File: src/include/atx_cfg.svh
`ifndef ATX_CFG_SVH
`define ATX_CFG_SVH

// ****************************************
// Widths and frame geometry
// ****************************************
`define ATX_DATA_W 32
`define ATX_LANES 4
`define ATX_SEQ_W 6
`define ATX_BF_W 8
`define ATX_HF_W 8
`define ATX_BF_LAST 8'hFF
`define ATX_HF_LAST 8'h95
`define ATX_EXTRA_LAT_DEF 0

// ****************************************
// Control word bytes per line rate
// ****************************************
`define ATX_CW_0G6 6'h01
`define ATX_CW_1G2 6'h02
`define ATX_CW_2G4 6'h04
`define ATX_CW_3G0 6'h05
`define ATX_CW_4G9 6'h08
`define ATX_CW_6G1 6'h0A
`define ATX_CW_9G8 6'h10

// ****************************************
// Special characters
// ****************************************
`define ATX_KCHAR 8'hBC
`endif

File: src/include/atx_pkg.sv
package atx_pkg;
  typedef enum logic [2:0] {
    ATX_RATE_0G6 = 3'h0,
    ATX_RATE_1G2 = 3'h1,
    ATX_RATE_2G4 = 3'h2,
    ATX_RATE_3G0 = 3'h3,
    ATX_RATE_4G9 = 3'h4,
    ATX_RATE_6G1 = 3'h5,
    ATX_RATE_9G8 = 3'h6
  } atx_rate_t;

  typedef enum logic [1:0] {
    ATX_ST_IDLE = 2'h1,
    ATX_ST_RUN = 2'h2
  } atx_state_t;

  typedef struct packed {
    logic vld;
    logic [5:0] seq;
    logic [3:0] ctrl;
    logic kchar;
    logic dready;
  } atx_stage_t;
endpackage

File: src/design/atx_framer.sv
`timescale 1ns/10ps
`include "atx_cfg.svh"
module atx_framer #(
  parameter int EXTRA_LAT = `ATX_EXTRA_LAT_DEF
) (
  input wire logic mclk,
  input wire logic rst_n,
  input wire logic link_enable,
  input wire logic [2:0] line_rate,
  output logic [`ATX_SEQ_W-1:0] aux_tx_seq,
  output logic [`ATX_LANES-1:0] aux_tx_ctrl,
  output logic aux_tx_bf_pulse,
  output logic aux_tx_hf_pulse,
  output logic [`ATX_BF_W-1:0] aux_tx_bf_num,
  output logic [`ATX_HF_W-1:0] aux_tx_hf_num,
  input wire logic [`ATX_DATA_W-1:0] aux_tx_data,
  input wire logic [`ATX_DATA_W-1:0] aux_tx_mask,
  output logic aux_tx_err,
  output logic direct_tx_ready,
  input wire logic [`ATX_DATA_W-1:0] direct_tx_data,
  input wire logic [`ATX_DATA_W-1:0] ctrl_word_src,
  output logic [`ATX_DATA_W-1:0] tx_word,
  output logic tx_word_valid,
  output logic [`ATX_SEQ_W-1:0] tx_word_seq,
  input wire logic layer1_status_bit_port_los_in,
  input wire logic layer1_status_bit_port_lof_in,
  input wire logic layer1_status_bit_port_rai_in,
  output logic layer1_status_bit_port_los,
  output logic layer1_status_bit_port_lof,
  output logic layer1_status_bit_port_rai
);
  localparam int LAT = 1 + EXTRA_LAT;
  localparam int LAT1 = LAT + 1;

  // ****************************************
  // Frame sync machine and counters
  // ****************************************
  atx_pkg::atx_state_t st_q, st_d;
  logic [`ATX_SEQ_W-1:0] seq_q, seq_d;
  logic [`ATX_BF_W-1:0] bf_q, bf_d;
  logic [`ATX_HF_W-1:0] hf_q, hf_d;
  logic [5:0] cw_bytes;
  logic [5:0] seq_last;

  // Control word length drives both the count period and the slot flags
  always_comb begin
    case (atx_pkg::atx_rate_t'(line_rate))
      atx_pkg::ATX_RATE_0G6: cw_bytes = `ATX_CW_0G6;
      atx_pkg::ATX_RATE_1G2: cw_bytes = `ATX_CW_1G2;
      atx_pkg::ATX_RATE_2G4: cw_bytes = `ATX_CW_2G4;
      atx_pkg::ATX_RATE_3G0: cw_bytes = `ATX_CW_3G0;
      atx_pkg::ATX_RATE_4G9: cw_bytes = `ATX_CW_4G9;
      atx_pkg::ATX_RATE_6G1: cw_bytes = `ATX_CW_6G1;
      atx_pkg::ATX_RATE_9G8: cw_bytes = `ATX_CW_9G8;
      default: cw_bytes = `ATX_CW_0G6;
    endcase
  end

  // Sixteen words per basic frame, four bytes per bus word: 4*W counts
  assign seq_last = 6'({cw_bytes, 2'h0} - 8'h01);

  always_comb begin
    st_d = st_q;
    seq_d = seq_q;
    bf_d = bf_q;
    hf_d = hf_q;
    case (st_q)
      atx_pkg::ATX_ST_IDLE: begin
        seq_d = '0;
        bf_d = '0;
        hf_d = '0;
        if (link_enable) begin
          st_d = atx_pkg::ATX_ST_RUN;
        end
      end
      atx_pkg::ATX_ST_RUN: begin
        if (!link_enable) begin
          st_d = atx_pkg::ATX_ST_IDLE;
        end else if (seq_q >= seq_last) begin
          seq_d = '0;
          if (bf_q == `ATX_BF_LAST) begin
            bf_d = '0;
            hf_d = (hf_q == `ATX_HF_LAST) ? '0 : hf_q + 8'h01;
          end else begin
            bf_d = bf_q + 8'h01;
          end
        end else begin
          seq_d = seq_q + 6'h01;
        end
      end
      default: st_d = atx_pkg::ATX_ST_IDLE;
    endcase
  end

  always_ff @(posedge mclk or negedge rst_n) begin
    if (!rst_n) begin
      st_q <= atx_pkg::ATX_ST_IDLE;
      seq_q <= '0;
      bf_q <= '0;
      hf_q <= '0;
    end else begin
      st_q <= st_d;
      seq_q <= seq_d;
      bf_q <= bf_d;
      hf_q <= hf_d;
    end
  end

  logic run;
  logic kchar_now;
  assign run = (st_q == atx_pkg::ATX_ST_RUN);
  assign aux_tx_seq = seq_q;
  assign aux_tx_bf_num = bf_q;
  assign aux_tx_hf_num = hf_q;
  assign aux_tx_bf_pulse = run && (seq_q == '0);
  assign aux_tx_hf_pulse = run && (seq_q == '0) && (bf_q == '0);
  // Comma or start character sits in the first byte when Z=X=0
  assign kchar_now = aux_tx_hf_pulse && (hf_q == '0);

  // ****************************************
  // Control slot flags per byte lane
  // ****************************************
  genvar gl;
  generate
    for (gl = 0; gl < `ATX_LANES; gl++) begin : g_lane
      logic [7:0] byte_idx;
      // Lane 3 is [31:24], the earliest byte of the group
      assign byte_idx = {seq_q, 2'h0} + 8'(3 - gl);
      assign aux_tx_ctrl[gl] = run && (byte_idx < {2'h0, cw_bytes});
    end
  endgenerate

  // Direct port is offered any count that still has payload bytes
  assign direct_tx_ready = run && (aux_tx_ctrl != 4'hF);

  // ****************************************
  // Write latency pipe
  // ****************************************
  atx_pkg::atx_stage_t pipe_q [LAT];
  atx_pkg::atx_stage_t pipe_d [LAT];
  atx_pkg::atx_stage_t take;

  always_comb begin
    pipe_d[0] = '{vld: run, seq: seq_q, ctrl: aux_tx_ctrl, kchar: kchar_now,
                  dready: direct_tx_ready};
    for (int i = 1; i < LAT; i++) begin
      pipe_d[i] = pipe_q[i-1];
    end
  end

  always_ff @(posedge mclk or negedge rst_n) begin
    if (!rst_n) begin
      for (int i = 0; i < LAT; i++) begin
        pipe_q[i] <= '0;
      end
    end else begin
      for (int i = 0; i < LAT; i++) begin
        pipe_q[i] <= pipe_d[i];
      end
    end
  end

  // Fixed at build time; data is never realigned to fit the user
  assign take = pipe_q[LAT-1];

  // ****************************************
  // Word assembly and fault flag
  // ****************************************
  logic [`ATX_DATA_W-1:0] word_q, word_d, base;
  logic vld_q, vld_d, err_q, err_d;
  logic [`ATX_SEQ_W-1:0] wseq_q, wseq_d;
  logic [2:0] l1_q, l1_d;

  always_comb begin
    for (int l = 0; l < `ATX_LANES; l++) begin
      if (take.ctrl[l]) begin
        base[l*8 +: 8] = ctrl_word_src[l*8 +: 8];
      end else begin
        base[l*8 +: 8] = take.dready ? direct_tx_data[l*8 +: 8] : 8'h00;
      end
    end
    if (take.kchar) begin
      base[31:24] = `ATX_KCHAR;
    end
    // Aux bits land untouched over every other source
    word_d = (aux_tx_data & aux_tx_mask) | (base & ~aux_tx_mask);
    vld_d = take.vld;
    wseq_d = take.seq;
    err_d = take.vld && take.kchar && (aux_tx_mask[31:24] != 8'h00);
    l1_d = {layer1_status_bit_port_rai_in, layer1_status_bit_port_lof_in,
            layer1_status_bit_port_los_in};
  end

  always_ff @(posedge mclk or negedge rst_n) begin
    if (!rst_n) begin
      word_q <= '0;
      vld_q <= 1'b0;
      wseq_q <= '0;
      err_q <= 1'b0;
      l1_q <= '0;
    end else begin
      word_q <= word_d;
      vld_q <= vld_d;
      wseq_q <= wseq_d;
      err_q <= err_d;
      l1_q <= l1_d;
    end
  end

  assign tx_word = word_q;
  assign tx_word_valid = vld_q;
  assign tx_word_seq = wseq_q;
  assign aux_tx_err = err_q;
  assign layer1_status_bit_port_los = l1_q[0];
  assign layer1_status_bit_port_lof = l1_q[1];
  assign layer1_status_bit_port_rai = l1_q[2];
endmodule

File: config.mk
export PLATFORM = sky130hd
export DESIGN_NAME = atx_framer
export DESIGN_NICKNAME = d
export VERILOG_FILES = /design/src/include/atx_pkg.sv /design/src/design/atx_framer.sv
export VERILOG_INCLUDE_DIRS = /design/src /design/src/include
export SDC_FILE = /design/constraint.sdc
export NUM_CORES = 1
export LEC_CHECK = 0
export BUFFER_PORTS_ARGS = -buffer_cell sky130_fd_sc_hd__buf_4
export CAP_MARGIN = 10
export CORE_AREA = 2 2 101 103
export DETAILED_ROUTE_END_ITERATION = 12
export DIE_AREA = 0 0 103 105
export GPL_TIMING_DRIVEN = 0
export MAX_ROUTING_LAYER = met4
export PLACE_DENSITY = 0.75
export SLEW_MARGIN = 20
export SYNTH_ARGS = -nofsm -noshare
export SYNTH_HDL_FRONTEND = slang
export SYNTH_SLANG_ARGS = --single-unit
File: constraint.sdc
create_clock -name mclk -period 1.91 [get_ports mclk]
set_clock_uncertainty 0.15 [all_clocks]
set_input_delay 0.191 -clock mclk [delete_from_list [all_inputs] [get_ports mclk]]
set_output_delay 0.191 -clock mclk [all_outputs]
set_load 0.02 [all_outputs]
Word level (Yosys, flattened, before mapping)
Cells that the tools add are included.
Word-level totals
  logic and storage cells: 90
  output and inout bits: 72
  register bits after elaboration: 80
Operators by class
  add/sub/neg operators: 7
  muxes and demuxes: 25
  reductions and logical operators: 19
  bitwise operators: 4
  eq/ne operators: 16
  $lt $le $gt $ge: 5
Operators with widths (count)
  2-to-1 mux 8 bit: 16
  AND 32 bit: 2
  less-than comparator 8 x 5 -> 1 bit: 4
  inverter 32 bit: 1
  bitwise OR 32 bit: 1
  case mux 8 bit (2 select lines): 2
  case mux 5 bit (6 select lines): 1
  adder 8 x 1 -> 8 bit (second input constant): 3
  adder 8 x 2 -> 8 bit (second input constant): 2
  == test 8 bit (second input constant): 2
  logical NOT 8 bit: 2
  2-to-1 mux 6 bit: 2
  case mux 6 bit (2 select lines): 1
  logical AND 1 bit: 10
  == test 3 bit (second input constant): 3
  nonzero test 8 bit: 1
  adder 6 x 1 -> 6 bit (second input constant): 1
  == test 3 x 2 -> 1 bit (second input constant): 2
  greater-or-equal comparator 6 bit: 1
  logical NOT 6 bit: 1
  inequality test 2 bit (second input constant): 3
  subtractor 6 x 1 -> 6 bit (second input constant): 1
  2-to-1 mux 2 bit: 2
  inequality test 2 x 1 -> 1 bit (second input constant): 2
  other kinds (9): 10

Longest topological paths before layout
  word-level depth: 7
  gate-level depth with buffers: 8
  gate-level depth less buffers: 7

Least setup slack after synthesis
Ideal clock, no wire load.
  path kind: reg2reg
  start point: register seq_q[4] (netlist: aux_tx_seq[4])
  end point: register pipe_q[1] (netlist name)
  setup slack: -0.446 ns
  arrival time: 2.139 ns
  period minus slack after synthesis: 2.356 ns
  cell stages (with the launch flop): 5
  setup time: 0.067 ns
  path through: dfrtp_1 -> or2_2 -> nor4_1 -> and3_1 -> and3_1
Between the ends
  word-level cells in the longest chain between the ends: 4
RTL lines
  start, declared: line atx_framer.sv:39  | logic [`ATX_SEQ_W-1:0] seq_q, seq_d;
  start signal, assigned: line atx_framer.sv:103  | seq_q <= seq_d;
  logical NOT 6 bit
  logical AND 1 bit
  net aux_tx_bf_pulse: line atx_framer.sv:12  | output logic aux_tx_bf_pulse,
  logical AND 1 bit: line atx_framer.sv:116  | assign aux_tx_hf_pulse = run && (seq_q == '0) && (bf_q == '0);
  net aux_tx_hf_pulse: line atx_framer.sv:13  | output logic aux_tx_hf_pulse,
  logical AND 1 bit: line atx_framer.sv:118  | assign kchar_now = aux_tx_hf_pulse && (hf_q == '0);
  net kchar_now: line atx_framer.sv:110  | logic kchar_now;
  end signal, assigned by index: line atx_framer.sv:158  | pipe_q[i] <= pipe_d[i];
  end, declared: line atx_framer.sv:139  | atx_pkg::atx_stage_t pipe_q [LAT];
The timed path passes the listed nets, and every way through them passes these cells.
A chain may end at the register's enable or synchronous reset.

Worst setup path in the final report
  start point: register seq_q[5] (netlist: aux_tx_seq[5])
  end point: output aux_tx_hf_pulse
Between the ends
  word-level cells in the longest chain between the ends: 3
RTL lines (line)
  logical NOT 6 bit: atx_framer.sv:116
  logical AND 1 bit (2 in series): atx_framer.sv:116
  end, declared: atx_framer.sv:13
No other way between the ends.

==> flow_summary.json <==
{
  "worst_slew_pin_slew_ns": 0.7488,
  "first_iter_violations": 238,
  "synth_area_leader_cell": "dfrtp_1",
  "drt_wl_total_um": 16980,
  "initial_core_util": 0.3947,
  "coreArea_um2": 9639,
  "clkTransAtPathRegs_ns": 0.09,
  "finalNetCount": 847,
  "yosys_warnings": 0,
  "path_delay_family": "simple AND/OR/NAND/NOR gates",
  "die_width_um": 103,
  "cts_buffers": 9,
  "hold_viol": 0,
  "cts_tree": "built",
  "status": "finished with violations",
  "holdWs_ns": 0.01267,
  "violations": "setup timing",
  "placementRows": 36,
  "synthCells": 363,
  "antenna_found_initial": 2,
  "comb_power_share": 0.295,
  "syn_area_um2": 3805,
  "syn_to_final_growth_pct": 93.39,
  "seqPwrFrac": 0.390,
  "p_clk_frac": 0.315,
  "cellPowerDensity_nw_per_um2": 646.9,
  "ys_top_cells_by_count": "dfrtp_1, nand2_1, o21ai_0, a22oi_1, ha_1",
  "via_count": 4535,
  "cp.buffers_inverters": 2,
  "p_leak_nw": 3.488,
  "max_freq_mhz": 458.1,
  "max_slew_margin": 0.5008,
  "drive_above_1_share": 0.4657,
  "boundaryPins": 209,
  "cts_buffer_depth": 2,
  "vdd_ir_drop_max_v": 0.0004799,
  "clkSinkCount": 80,
  "end_kind": "output port",
  "grt_pass1_vias": 4679,
  "grt_max_degree": 81,
  "critPathSlowestCell": "dfrtp_2",
  "drv_slew": 0,
  "final.setup.worst_slack_ns": -0.2731,
  "power_switching_mw": 1.367,
  "overflow": 0,
  "critical_path.max_stage_delay_ns": 0.43,
  "synth.area.top_cells": "dfrtp_1, ha_1, a22oi_1",
  "grt_usage": 0.3188,
  "place_hpwl_um": 9760,
  "crit_required_ns": 1.57,
  "cp_max_fo": 4,
  "yosysMostFrequentCell": "dfrtp_1",
  "power_mw": 4.760,
  "drc_errors": 0,
  "grt_first_pass_wirelength_um": 25500,
  "yosysSeqAreaShare": 0.5265,
  "dr.pass1.iters": 7,
  "async_reset_ff_frac": 1.000,
  "die_y_um": 105,
  "synth_edf_count": 0,
  "crit_chain": "or2_4, buf_6, nor4_4, and3_4, buf_6",
  "synth.distinct_cells": 54,
  "post_drt_wl_per_cell_um": 20.34,
  "start_kind": "flop",
  "min_period_ns": 2.183,
  "arrival_ns": 1.84,
  "gp_congestion": 0.8768,
  "h-tree-depth": 3,
  "rsz0062_at_grt": "true",
  "max_cap_viol_count": 0,
  "path_class": "reg2out",
  "ant_nets": 0,
  "ys_ff_latch": 80,
  "design.die.area_um2": 10820,
  "fin_crit_sh": 1.143,
  "port_buffers": 208,
  "cp_common_cell": "buf_6",
  "worstSkewPairLatency_ns": 0.36,
  "synth_top_area_frac": 0.5196,
  "syn-num-nets": 515,
  "power.internal_mw": 3.393,
  "cts-root-buf": "clkbuf_8",
  "viasPerCell": 5.431,
  "sw_frac_of_total": 0.2872,
  "setup_viol": 28,
  "syn_avg_cell_area_um2": 10.48,
  "worst_hold_path_type": "in2reg",
  "synth_top_flop_cell": "dfrtp_1"
}
==> power by group through the flow <==
stage,Combinational [mW],Clock [mW],Sequential (mW)
2_1_floorplan,0.389,0,1.96
6_report,1.41,1.50,1.86
3_5_place_dp,1.01,0,1.88
4_1_cts,1.28,1.51,1.84
5_1_grt,1.49,1.61,1.86
3_3_place_gp,0.985,0,1.87
==> metrics by stage <==
step	TNS [ns]	util	setup WS, ns	instance area, um2	instances
after floorplan	-0.4456	-	-0.09841	3926	363
after global placement	-4.798	0.5866	-0.3554	5654	704
after detailed placement	-5.968	0.5866	-0.3999	5654	704
after CTS	-2.896	0.7404	-0.2780	7137	823
after global routing	-4.945	0.7634	-0.3614	7358	835
final	-3.400	0.7634	-0.2731	7358	835
==> cell type report <==
type | count | area (um2)
Timing Repair Buffer | 323 | 2715
Tap cell | 133 | 166.4
Fill cell | 566 | 2281
Sequential cell | 80 | 2011
Clock buffer | 11 | 131.4
Inverter | 13 | 53.80
Clock inverter | 5 | 105.1
Multi-Input combinational cell | 255 | 2074
Buffer | 13 | 96.34
Antenna cell | 2 | 5.005
==> cell families after synthesis <==
group                    synth area share
AND/OR/NAND/NOR                    0.1542
buffers and inverters             0.03190
XOR/XNOR                         0.006907
adder cells (fa/ha/maj)           0.04933
AO/OA/AOI/OAI                      0.2026
flip-flops                         0.5265
multiplexers                      0.02861
==> path summary, 6_finish.rpt <==
path	from	cells past startpoint	to	slack, ns
max	aux_tx_seq[5]	5	aux_tx_hf_pulse	-0.27
min	ctrl_word_src[4]	3	tx_word[4]	0.01
max reg2reg	aux_tx_seq[4]	7	aux_tx_hf_num[0]	-0.17
min reg2reg	wseq_d[5]	0	tx_word_seq[5]	0.19
max in group asynchronous	rst_n	2	aux_tx_seq[3]	0.79
min in group asynchronous	rst_n	2	aux_tx_hf_num[7]	0.28
==> cell usage in the layout (no fill, tap or decap), types with 4 or more instances in the layout <==
cell           Yosys  layout
a21oi_1           14       9
a21oi_2            1       4
a221o_1            5       5
a22oi_1           23      23
and3_1             8       5
buf_4              0     222
buf_6              1      17
clkbuf_1           9       8
clkbuf_8           0       9
dfrtp_1           79      73
dfrtp_2            0       6
dlygate4sd3_1      0      84
ha_1              15       7
ha_4               0       8
inv_1             12      10
mux2_2             7       6
nand2_1           46      45
nand2b_1           6       4
nand3_1            9       7
nand4_1            4       4
nor2_1            11       9
nor2b_1            9       8
o211ai_1           7       7
o21ai_0           31      25
o21ai_1            0       5
==> registers in the layout (all words and copies together), names as in the netlist <==
| name | flops |
|---|---|
| aux_tx_hf_num | 8 |
| pipe_q | 6 |
| aux_tx_seq | 6 |
| tx_word | 32 |
| aux_tx_bf_num | 8 |
| aux_tx_err | 1 |
| st_q | 2 |
| wseq_d | 6 |
| tx_word_valid | 1 |
| vld_d | 1 |
| tx_word_seq | 6 |
| l1_q | 3 |
==> what timing repair did <==
action	in CTS	in global routing
hold endpoints to repair	116	2
setup buffers	20	11
hold buffers	82	2
cloned	1	0
setup endpoints to repair	27	32
pin swaps	30	14
gates resized for setup	54	28
==> worst min-delay path, delay by kind of cell <==
family	cells	cell delay (ns)
AOI/OAI and AO/OA	2	0.21
buffers and inverters	1	0.08
==> per-layer routing <==
metal	wire length, um	global-route usage	vias to the layer above	part of all wire
li1	-	-	2009	-
met1	6071	0.3438	2180	0.36
met2	8378	0.5074	259	0.49
met3	1483	0.1037	87	0.087
met4	1046	0.1842	0	0.062
met5	0	-	-	0
Power figures use the tool's default switching activity.
